===== src/include/scfg_map.svh =====
`ifndef SCFG_MAP_SVH
`define SCFG_MAP_SVH
// Register byte offsets on the APB slave
`define SCFG_OFS_OPT    12'h000
`define SCFG_OFS_RATE   12'h004
`define SCFG_OFS_STS    12'h008
`define SCFG_OFS_MASK   12'h00c
`define SCFG_OFS_MODE   12'h010
`define SCFG_OFS_PINS   12'h014
// Option control fields
`define SCFG_OPT_MATCH_IE  7
`define SCFG_OPT_FAULT_EN  4
`define SCFG_OPT_BIDIR_OE  3
`define SCFG_OPT_HALT_WAIT 1
`define SCFG_OPT_SINGLE    0
`define SCFG_OPT_WMASK     8'h9b
`define SCFG_OPT_RST       8'h00
// Bit rate fields
`define SCFG_RATE_PRE_HI   6
`define SCFG_RATE_PRE_LO   4
`define SCFG_RATE_DIV_HI   3
`define SCFG_RATE_DIV_LO   0
`define SCFG_RATE_RST      7'h00
`define SCFG_RATE_DIV_MAX  4'h8
// Event status and mask fields
`define SCFG_STS_MATCH     0
`define SCFG_STS_FAULT     1
`define SCFG_STS_RST       2'h0
// Mode fields
`define SCFG_MODE_MASTER   0
`define SCFG_MODE_SEL_OE   1
`define SCFG_MODE_EN       2
`define SCFG_MODE_RST      3'h0
`endif


===== src/include/scfg_pkg.sv =====
package scfg_pkg;
   // Function of the slave-select pin
   typedef enum logic [1:0] {
      SCFG_SS_GPIO,
      SCFG_SS_FAULT_IN,
      SCFG_SS_SEL_OUT,
      SCFG_SS_SEL_IN
   } scfg_ss_fn_t;

   // Pin role decode from master, fault enable, select output enable
   function automatic scfg_ss_fn_t scfg_ss_fn(input logic master, input logic fault_en,
                                              input logic sel_oe);
      if (!master)
         return SCFG_SS_SEL_IN;
      else if (!fault_en)
         return SCFG_SS_GPIO;
      else if (sel_oe)
         return SCFG_SS_SEL_OUT;
      else
         return SCFG_SS_FAULT_IN;
   endfunction
endpackage


===== src/hw/scfg_top.sv =====
// Implementation choices: the register offsets and the APB slave port.
`timescale 1ns/1ps
`include "scfg_map.svh"
module scfg_top import scfg_pkg::*; (
   input  wire logic        clk,
   input  wire logic        rst_n,
   input  wire logic        psel,
   input  wire logic        penable,
   input  wire logic        pwrite,
   input  wire logic [11:0] paddr,
   input  wire logic [31:0] pwdata,
   output logic      [31:0] prdata,
   output logic             pready,
   output logic             pslverr,
   input  wire logic        rx_match_flag,
   input  wire logic        wait_mode,
   input  wire logic        eng_tx_bit,
   input  wire logic        eng_ss_n,
   output logic             eng_rx_bit,
   output logic             eng_sel_n,
   input  wire logic        ss_i,
   output logic             ss_o,
   output logic             ss_oe,
   input  wire logic        mosi_i,
   output logic             mosi_o,
   output logic             mosi_oe,
   input  wire logic        miso_i,
   output logic             miso_o,
   output logic             miso_oe,
   output logic             sck_o,
   output logic             sck_oe,
   output logic             spi_clk_run,
   output logic             irq
);
   typedef struct packed {
      logic [7:0]  opt;
      logic [6:0]  rate;
      logic [1:0]  sts;
      logic [1:0]  msk;
      logic [2:0]  mode;
      logic [1:0]  ss_sy;
      logic [1:0]  mosi_sy;
      logic [1:0]  miso_sy;
      logic        match_prev;
      logic [31:0] prdata;
      logic        pready;
      logic        pslverr;
      logic        irq;
      logic        ss_o;
      logic        ss_oe;
      logic        mosi_o;
      logic        mosi_oe;
      logic        miso_o;
      logic        miso_oe;
      logic        rx_bit;
      logic        sel_n;
      logic        sck_oe;
      logic        clk_run;
   } scfg_top_st_t;

   scfg_top_st_t st_q;
   scfg_top_st_t st_d;
   logic         master;
   logic         enabled;
   logic         single;
   logic         bidir_oe;
   logic         halt;
   logic         wr_acc;
   logic         ss_pin;
   logic         mosi_pin;
   logic         miso_pin;
   logic [1:0]   sts_set;
   scfg_ss_fn_t  ss_fn;
   logic         sck_int;

   // Address hit check for the error answer; the read mux decodes the offset itself
   function automatic logic addr_hit(input logic [11:0] a);
      return (a == `SCFG_OFS_OPT) || (a == `SCFG_OFS_RATE) || (a == `SCFG_OFS_STS) ||
             (a == `SCFG_OFS_MASK) || (a == `SCFG_OFS_MODE) || (a == `SCFG_OFS_PINS);
   endfunction

   // Configuration views of the stored registers
   assign master   = st_q.mode[`SCFG_MODE_MASTER];
   assign enabled  = st_q.mode[`SCFG_MODE_EN];
   assign single   = st_q.opt[`SCFG_OPT_SINGLE];
   assign bidir_oe = st_q.opt[`SCFG_OPT_BIDIR_OE];
   assign halt     = wait_mode && st_q.opt[`SCFG_OPT_HALT_WAIT];
   assign ss_fn    = scfg_ss_fn(master, st_q.opt[`SCFG_OPT_FAULT_EN], st_q.mode[`SCFG_MODE_SEL_OE]);
   // Pins are only read after the second synchroniser stage
   assign ss_pin   = st_q.ss_sy[1];
   assign mosi_pin = st_q.mosi_sy[1];
   assign miso_pin = st_q.miso_sy[1];
   // Writes land at the access edge where pready is seen high
   assign wr_acc   = psel && penable && pready && pwrite;

   // Sticky event sources: rising match flag and a low select pin as fault input
   always_comb begin
      sts_set = 2'h0;
      sts_set[`SCFG_STS_MATCH] = rx_match_flag && !st_q.match_prev;
      sts_set[`SCFG_STS_FAULT] = enabled && (ss_fn == SCFG_SS_FAULT_IN) && !ss_pin;
   end

   // Next state of registers, pins and bus answer
   always_comb begin
      st_d = st_q;
      st_d.ss_sy      = {st_q.ss_sy[0], ss_i};
      st_d.mosi_sy    = {st_q.mosi_sy[0], mosi_i};
      st_d.miso_sy    = {st_q.miso_sy[0], miso_i};
      st_d.match_prev = rx_match_flag;

      // Register writes; unmapped offsets are dropped
      if (wr_acc) begin
         unique case (paddr)
            `SCFG_OFS_OPT:  st_d.opt  = pwdata[7:0] & `SCFG_OPT_WMASK;
            `SCFG_OFS_RATE: st_d.rate = pwdata[6:0];
            `SCFG_OFS_MASK: st_d.msk  = pwdata[1:0];
            `SCFG_OFS_MODE: st_d.mode = pwdata[2:0];
            default: ;
         endcase
      end

      // Write one clears, but a same-cycle event still sets
      st_d.sts = st_q.sts;
      if (wr_acc && (paddr == `SCFG_OFS_STS))
         st_d.sts = st_q.sts & ~pwdata[1:0];
      st_d.sts = st_d.sts | sts_set;

      // Answer is prepared in the setup cycle so every bus output is a flop
      st_d.pready  = psel && !penable;
      st_d.pslverr = psel && !penable && !addr_hit(paddr);
      st_d.prdata  = 32'h0000_0000;
      if (psel && !penable) begin
         unique case (paddr)
            `SCFG_OFS_OPT:  st_d.prdata[7:0] = st_q.opt;
            `SCFG_OFS_RATE: st_d.prdata[6:0] = st_q.rate;
            `SCFG_OFS_STS:  st_d.prdata[1:0] = st_q.sts;
            `SCFG_OFS_MASK: st_d.prdata[1:0] = st_q.msk;
            `SCFG_OFS_MODE: st_d.prdata[2:0] = st_q.mode;
            `SCFG_OFS_PINS: st_d.prdata[2:0] = {miso_pin, mosi_pin, ss_pin};
            default: ;
         endcase
      end

      // Match request follows the live flag; other events go through the mask
      st_d.irq = (st_q.opt[`SCFG_OPT_MATCH_IE] && rx_match_flag) ||
                 |(st_q.sts & st_q.msk);

      // Select pin role
      st_d.ss_o  = eng_ss_n;
      st_d.ss_oe = enabled && (ss_fn == SCFG_SS_SEL_OUT);
      unique case (ss_fn)
         SCFG_SS_SEL_IN:   st_d.sel_n = ss_pin;
         SCFG_SS_FAULT_IN: st_d.sel_n = ss_pin;
         default:          st_d.sel_n = 1'b1;
      endcase

      // Data pins; the shared pin is MOSI for a master and MISO for a slave
      st_d.mosi_o  = eng_tx_bit;
      st_d.miso_o  = eng_tx_bit;
      st_d.mosi_oe = 1'b0;
      st_d.miso_oe = 1'b0;
      if (enabled) begin
         if (!single) begin
            // Slave drives only while selected so it never fights another slave
            st_d.mosi_oe = master;
            st_d.miso_oe = !master && !ss_pin;
         end else if (master) begin
            st_d.mosi_oe = bidir_oe;
         end else begin
            st_d.miso_oe = bidir_oe;
         end
      end
      // Receive pin: MOSI when master equals single-wire select, else MISO
      st_d.rx_bit = (master == single) ? mosi_pin : miso_pin;

      st_d.sck_oe  = enabled && master;
      st_d.clk_run = !halt;
   end

   // Single register stage for all state
   always_ff @(posedge clk) begin
      if (!rst_n) begin
         st_q      <= '0;
         st_q.opt  <= `SCFG_OPT_RST;
         st_q.rate <= `SCFG_RATE_RST;
         st_q.sts  <= `SCFG_STS_RST;
         st_q.mode <= `SCFG_MODE_RST;
         st_q.sel_n   <= 1'b1;
         st_q.ss_o    <= 1'b1;
         st_q.clk_run <= 1'b1;
      end else begin
         st_q <= st_d;
      end
   end

   // Reserved divider codes above eight behave as eight; software keeps off them
   scfg_baud u_baud (
      .clk     (clk),
      .rst_n   (rst_n),
      .run     (enabled && master),
      .hold    (halt),
      .pre_sel (st_q.rate[`SCFG_RATE_PRE_HI:`SCFG_RATE_PRE_LO]),
      .div_sel (st_q.rate[`SCFG_RATE_DIV_HI:`SCFG_RATE_DIV_LO]),
      .sck     (sck_int)
   );

   assign prdata      = st_q.prdata;
   assign pready      = st_q.pready;
   assign pslverr     = st_q.pslverr;
   assign irq         = st_q.irq;
   assign ss_o        = st_q.ss_o;
   assign ss_oe       = st_q.ss_oe;
   assign mosi_o      = st_q.mosi_o;
   assign mosi_oe     = st_q.mosi_oe;
   assign miso_o      = st_q.miso_o;
   assign miso_oe     = st_q.miso_oe;
   assign eng_rx_bit  = st_q.rx_bit;
   assign eng_sel_n   = st_q.sel_n;
   assign sck_o       = sck_int;
   assign sck_oe      = st_q.sck_oe;
   assign spi_clk_run = st_q.clk_run;

   property p_opt_rsvd;
      @(posedge clk) disable iff (!rst_n)
      (psel && penable && pready && !pwrite && paddr == `SCFG_OFS_OPT) |->
         (prdata[6:5] == 2'h0) && (prdata[2] == 1'b0) && (prdata[31:8] == 24'h0);
   endproperty
   a_opt_rsvd: assert property (p_opt_rsvd) else $error("option reserved bits read nonzero");

   property p_match_irq;
      @(posedge clk) disable iff (!rst_n)
      (st_q.opt[`SCFG_OPT_MATCH_IE] && rx_match_flag) |=> irq;
   endproperty
   a_match_irq: assert property (p_match_irq) else $error("match interrupt not raised");

   property p_match_quiet;
      @(posedge clk) disable iff (!rst_n)
      (!st_q.opt[`SCFG_OPT_MATCH_IE] && ((st_q.sts & st_q.msk) == 2'h0)) |=> !irq;
   endproperty
   a_match_quiet: assert property (p_match_quiet) else $error("interrupt raised while gated");

   property p_slave_sel;
      @(posedge clk) disable iff (!rst_n)
      !master |=> (!ss_oe && (eng_sel_n == $past(ss_pin)));
   endproperty
   a_slave_sel: assert property (p_slave_sel) else $error("slave select pin not an input");

   property p_gpio;
      @(posedge clk) disable iff (!rst_n)
      (master && !st_q.opt[`SCFG_OPT_FAULT_EN]) |=> (!ss_oe && eng_sel_n);
   endproperty
   a_gpio: assert property (p_gpio) else $error("select pin used while released to GPIO");

   property p_sel_out;
      @(posedge clk) disable iff (!rst_n)
      (enabled && ss_fn == SCFG_SS_SEL_OUT) |=> (ss_oe && ss_o == $past(eng_ss_n));
   endproperty
   a_sel_out: assert property (p_sel_out) else $error("automatic select output not driven");

   property p_fault_set;
      @(posedge clk) disable iff (!rst_n)
      (enabled && ss_fn == SCFG_SS_FAULT_IN && !ss_pin) |=> st_q.sts[`SCFG_STS_FAULT];
   endproperty
   a_fault_set: assert property (p_fault_set) else $error("mode fault not recorded");

   property p_bidir;
      @(posedge clk) disable iff (!rst_n)
      (enabled && single) |=> ($past(master) ?
         (mosi_oe == $past(bidir_oe) && !miso_oe) : (miso_oe == $past(bidir_oe) && !mosi_oe));
   endproperty
   a_bidir: assert property (p_bidir) else $error("shared data pin direction wrong");

   property p_normal;
      @(posedge clk) disable iff (!rst_n)
      (enabled && !single && master) |=> (mosi_oe && !miso_oe && eng_rx_bit == $past(miso_pin));
   endproperty
   a_normal: assert property (p_normal) else $error("normal master pins wrong");

   property p_halt;
      @(posedge clk) disable iff (!rst_n)
      (wait_mode && st_q.opt[`SCFG_OPT_HALT_WAIT]) |=> !spi_clk_run;
   endproperty
   a_halt: assert property (p_halt) else $error("clocks not stopped in wait");

   property p_rate_rd;
      @(posedge clk) disable iff (!rst_n)
      (psel && penable && pready && !pwrite && paddr == `SCFG_OFS_RATE) |->
         (prdata[31:7] == 25'h0);
   endproperty
   a_rate_rd: assert property (p_rate_rd) else $error("rate bit 7 read nonzero");

   // Clear halt bit or no wait: the clocks must keep running
   property p_clk_run;
      @(posedge clk) disable iff (!rst_n)
      !halt |=> spi_clk_run;
   endproperty
   a_clk_run: assert property (p_clk_run) else $error("clocks stopped outside halted wait");

   // Normal slave: listens on MOSI, talks on MISO only while selected
   property p_norm_slave;
      @(posedge clk) disable iff (!rst_n)
      (enabled && !single && !master) |=>
         (!mosi_oe && (miso_oe == !$past(ss_pin)) && (eng_rx_bit == $past(mosi_pin)));
   endproperty
   a_norm_slave: assert property (p_norm_slave) else $error("normal slave pins wrong");

   // Two-wire mode: MOSI direction follows the role alone, drive enable ignored
   property p_two_wire;
      @(posedge clk) disable iff (!rst_n)
      (enabled && !single) |=> (mosi_oe == $past(master));
   endproperty
   a_two_wire: assert property (p_two_wire) else $error("drive enable used in two-wire mode");

   // Single wire: received bit comes from the shared pin of the current role
   property p_shared_rx;
      @(posedge clk) disable iff (!rst_n)
      (enabled && single) |=> (eng_rx_bit == ($past(master) ? $past(mosi_pin) : $past(miso_pin)));
   endproperty
   a_shared_rx: assert property (p_shared_rx) else $error("shared pin receive path wrong");

   // No serial clock leaves the block unless enabled as master
   property p_sck_off;
      @(posedge clk) disable iff (!rst_n)
      !(enabled && master) |=> (!sck_oe && !sck_o);
   endproperty
   a_sck_off: assert property (p_sck_off) else $error("serial clock active while not master");

   // Unimplemented option bits never store a written one
   property p_opt_wr;
      @(posedge clk) disable iff (!rst_n)
      (psel && penable && pready && pwrite && paddr == `SCFG_OFS_OPT) |=>
         ((st_q.opt[6:5] == 2'h0) && !st_q.opt[2]);
   endproperty
   a_opt_wr: assert property (p_opt_wr) else $error("option reserved bits stored a one");
endmodule // scfg_top


===== src/hw/scfg_baud.sv =====
`timescale 1ns/1ps
`include "scfg_map.svh"
module scfg_baud import scfg_pkg::*; (
   input  wire logic       clk,
   input  wire logic       rst_n,
   input  wire logic       run,
   input  wire logic       hold,
   input  wire logic [2:0] pre_sel,
   input  wire logic [3:0] div_sel,
   output logic            sck
);
   typedef struct packed {
      logic [2:0] pcnt;
      logic [8:0] rcnt;
      logic       sck;
   } scfg_baud_st_t;

   scfg_baud_st_t st_q;
   scfg_baud_st_t st_d;
   logic    [3:0] code;
   logic    [8:0] half;

   // Reserved codes clamp to the largest divisor so the counter stays bounded
   assign code = (div_sel > `SCFG_RATE_DIV_MAX) ? `SCFG_RATE_DIV_MAX : div_sel;
   assign half = 9'((10'h1 << code) - 10'h1);

   // Prescaler feeds the rate divider; sck toggles each half period
   always_comb begin
      st_d = st_q;
      if (!run) begin
         st_d = '0;
      end else if (!hold) begin
         if (st_q.pcnt == pre_sel) begin
            st_d.pcnt = 3'h0;
            if (st_q.rcnt == half) begin
               st_d.rcnt = 9'h000;
               st_d.sck  = ~st_q.sck;
            end else begin
               st_d.rcnt = st_q.rcnt + 9'h001;
            end
         end else begin
            st_d.pcnt = st_q.pcnt + 3'h1;
         end
      end
   end

   always_ff @(posedge clk) begin
      if (!rst_n)
         st_q <= '0;
      else
         st_q <= st_d;
   end

   assign sck = st_q.sck;

   property p_sck_cause;
      @(posedge clk) disable iff (!rst_n)
      (run && $past(run) && $changed(st_q.sck)) |->
         ($past(st_q.pcnt) == $past(pre_sel)) && ($past(st_q.rcnt) == $past(half)) && !$past(hold);
   endproperty
   a_sck_cause: assert property (p_sck_cause) else $error("sck toggled off its divider count");

   property p_hold_freeze;
      @(posedge clk) disable iff (!rst_n)
      (run && hold) |=> (run |-> $stable(st_q.sck) && $stable(st_q.pcnt));
   endproperty
   a_hold_freeze: assert property (p_hold_freeze) else $error("divider moved while halted");
endmodule // scfg_baud


===== config.mk =====
export PLATFORM = sky130hd
export DESIGN_NAME = scfg_top
export DESIGN_NICKNAME = d
export VERILOG_FILES = /design/src/include/scfg_pkg.sv /design/src/hw/scfg_top.sv /design/src/hw/scfg_baud.sv
export VERILOG_INCLUDE_DIRS = /design/src /design/src/include
export SDC_FILE = /design/constraint.sdc
export NUM_CORES = 1
export LEC_CHECK = 0
export ABC_AREA = 1
export BUFFER_PORTS_ARGS = -buffer_cell sky130_fd_sc_hd__buf_2
export CAP_MARGIN = 20
export CORE_MARGIN = 2
export CORE_UTILIZATION = 39
export CTS_BUF_LIST = sky130_fd_sc_hd__clkbuf_8
export DETAILED_ROUTE_END_ITERATION = 16
export GPL_TIMING_DRIVEN = 0
export PLACE_DENSITY = 0.67
export SLEW_MARGIN = 20
export SYNTH_ARGS = -nofsm -noshare
export SYNTH_HDL_FRONTEND = slang
export SYNTH_SLANG_ARGS = --single-unit
export TNS_END_PERCENT = 50

===== constraint.sdc =====
create_clock -name clk -period 1.85 [get_ports clk]
set_clock_uncertainty 0.05 [all_clocks]
set_input_delay 0.0925 -clock clk [delete_from_list [all_inputs] [get_ports clk]]
set_output_delay 0.0925 -clock clk [all_outputs]
set_load 0.1 [all_outputs]

==> impl_metrics.toml <==
[run_status]
outcome = "complete, but fails checks"
violations = "setup timing"

[pwr]
p_seq_share_pct = 41.0
p_sw_share_pct = 27.6
p_sw_mw = 0.867
p_clk_share_pct = 45.3
internal-power_mw = 2.27
combPwrFrac_pct = 13.7
power.leakage_nw = 1.89
irDropWorstVdd_v = 0.000362
cellPowerDensity_nw_per_um2 = 806

[clock_tree]
clkLatencyLatePin_ns = 0.35
clock_path_buffers = 2
tritoncts = "yes"
clkTransAtPathRegs_ns = 0.07
cts_root_buf = "clkbuf_8"
cts_buffers = 9
cts_sinks = 59
cts_max_level = 3

[timing]
min_period_over_period_pct = 100
slew_viol_final = 0
min_period_ns = 1.86
holdWs_ns = 0.0144
grt_setup_unrepaired = "yes"
fmax_ghz = 0.539
worst_pin_slew_ns = 0.521
setup_viol = 5
fin_ws_ns = -0.00523
relSlewSlack_pct = 65.3
hold_violations = 0

[setup_path]
crit_type = "reg -> reg"
critical_path.startpoint_type = "flip-flop"
crit_path_end_kind = "flip-flop"
critical_path_arrival_ns = 2.04
critPathMaxFanout = 7
required_ns = 2.04

[floorplanning]
dieWidth_um = 90.3
coreArea_um2 = 7210
die_h_um = 90.3
initial_core_util_pct = 40.3
ios = 102
rows = 31
dieArea_um2 = 8150

[yosys]
yosysTopAreaCell = "dfxtp_1"
synthCells = 415
yosysUniqueCellTypes = 29
seq_area_frac_synth_pct = 40.7
synthDominantCellAreaShare_pct = 40.7
avgSynthCellArea_um2 = 7.00
ys.warnings.count = 0
netlist_area_um2 = 2900
synthTopCellsByArea = "dfxtp_1 (41%), nand2_1 (11%), buf_4 (8.8%), inv_1 (7.9%), nor2_1 (6.1%)"
ys_ff_latch = 59

[global_routing]
grt_max_degree = 12
grt_overflow = 0
grt.total_usage_pct = 17.5
grt_pass1_wl_um = 11500
grt_pass1_vias = 2686
antenna_found_initial = 0

[final_layout]
fin_util_pct = 54.0
fillers = 732
drive_gt1_share_pct = 26.3
diodes = 0
nNetsFinal = 582
syn_to_final_growth_pct = 34.0

[routing]
drt_iter0_markers = 112
drt_wl_total_um = 6670
antenna_left = 0
drcViolationCount = 0
vias_per_cell = 4.41
first_pass_iters = 4
routedWlPerCell_um = 10.6
via_count = 2766

[placed_design]
hpwl_um = 4990
gp_congestion = 0.856
preCtsSetupSlack_ns = -0.204
port_buffers = 53

[min_path]
hp-class = "in -> reg"

[flow_run]
drv_cap = 0
[final timing paths]
path	cells after the start	from	endpoint	slack, ns
setup reg to reg	13	st_q[60]	u_baud.st_q[4]	-0.005
setup / recovery	13	st_q[60]	u_baud.st_q[4]	-0.005
hold / removal	3	pwdata[6]	st_q[65]	0.01
hold reg to reg	2	st_d[47]	miso_pin	0.36
[through the flow]
stage                     instances  area (um2)  power, mW  setup TNS, ns
after floorplan                 438        2990       1.67              0
after global placement          590        3380       1.73          -1.39
after detailed placement        590        3380       1.73          -1.55
after CTS                       623        3830       3.17         -0.217
after global routing            627        3890       3.25          -1.14
final                           627        3890       3.14        -0.0169
[cell type report]
| class | count | area [um2] | area share, % |
|---|---|---|---|
| Buffer | 37 | 267 | 6.85 |
| Clock buffer | 9 | 124 | 3.18 |
| Clock inverter | 7 | 116 | 2.99 |
| Inverter | 64 | 245 | 6.30 |
| Multi-Input combinational cell | 278 | 1370 | 35.1 |
| Sequential cell | 59 | 1190 | 30.7 |
| Tap cell | 99 | 124 | 3.18 |
| Timing Repair Buffer | 74 | 455 | 11.7 |
[flip-flops by register name (all words and copies together), names as in the netlist, 3 cells and up]
| register | count |
|---|---|
| st_q | 16 |
| u_baud.st_q | 12 |
| prdata | 8 |
| st_d | 3 |
[layer usage]
metal | GRT usage [%] | up-vias | part of all wire, %
li1 | - | 1475 | -
met3 | 3.84 | 10 | 5.1
met2 | 28.3 | 66 | 46
met1 | 21.1 | 1215 | 46
met4 | 10.9 | 0 | 2.8
met5 | 0 | - | 0
[timing repair]
item / 4_1_cts / 5_1_grt
pin swaps: 13 / 10
gates cloned: 0 / 0
buffers inserted: 5 / 3
hold endpoints to repair: 12 / 1
resized for setup: 15 / 14
hold buffers: 12 / 1
setup endpoints to repair: 10 / 10
[worst max-delay path, cell delays in order (launching register included)]
cell and delay [ns]:
dfxtp_4 0.38, nor2_4 0.12, nand2_2 0.08, ha_4 0.24, nand2_2 0.06, nand2_1 0.04, nor2_1 0.08, nand3_1 0.11
nor2_2 0.12, nand4_1 0.12, nand2_1 0.12, nand2_2 0.09, clkinv_4 0.10, nor2_1 0.04
[layout by cell type (no fill, tap or decap), types with 2 or more instances in the layout]
master / count
nand4_1: 9
a21oi_1: 25
o21ai_0: 28
nor2_1: 39
bufinv_16: 3
dfxtp_1: 54
dfxtp_4: 3
o22ai_1: 3
buf_4: 42
clkbuf_1: 3
nor4_1: 2
nand3_2: 2
conb_1: 24
nand2_1: 80
inv_2: 2
dfxtp_2: 2
or2_2: 2
xor2_1: 7
nand3_1: 23
nor2_2: 5
nand2_2: 4
nor3_1: 9
dlygate4sd3_1: 13
inv_1: 60
clkinv_4: 2
clkbuf_8: 9
clkinv_2: 2
buf_2: 53
ha_1: 2
nor2_4: 4
[cells in the mapped netlist]
| master | count |
|---|---|
| nand4_1 | 9 |
| nand3_1 | 24 |
| a21oi_1 | 25 |
| clkbuf_1 | 3 |
| dfxtp_1 | 59 |
| o21ai_0 | 30 |
| nand2_2 | 1 |
| nor2_1 | 47 |
| xnor2_1 | 1 |
| nor3_1 | 9 |
| buf_4 | 34 |
| nor2_4 | 1 |
| inv_1 | 61 |
| xor2_1 | 7 |
| a211oi_1 | 1 |
| ha_1 | 3 |
| nor3b_1 | 1 |
| nand2_4 | 1 |
| nand3_2 | 1 |
| conb_1 | 1 |
| or2_2 | 2 |
| nand2_1 | 83 |
| nand3b_1 | 1 |
| o31ai_1 | 1 |
| o211ai_1 | 1 |
| inv_2 | 2 |
| o22ai_1 | 3 |
| clkinv_1 | 1 |
| nor4_1 | 2 |
[cells by family (layout without fill, tap and decap cells)]
kind of cell,Yosys count,after routing,share of synthesized area (%)
simple gates,182,182,27.1
buf+inv,101,191,17.4
compound gates,61,61,10.9
flops,59,59,40.7
xor+xnor,8,8,2.41
fa+ha+maj,3,3,1.29
other cells,1,24,0.129
[power by group through the flow]
stage	Clock, mW	Combinational, mW	Sequential [mW]
global route	1.51	0.453	1.29
CTS	1.45	0.428	1.29
floorplan	0	0.304	1.36
finish	1.42	0.430	1.29
global placement	0	0.407	1.32
detailed placement	0	0.408	1.32
No activity file was read; power rests on OpenSTA's default activity.
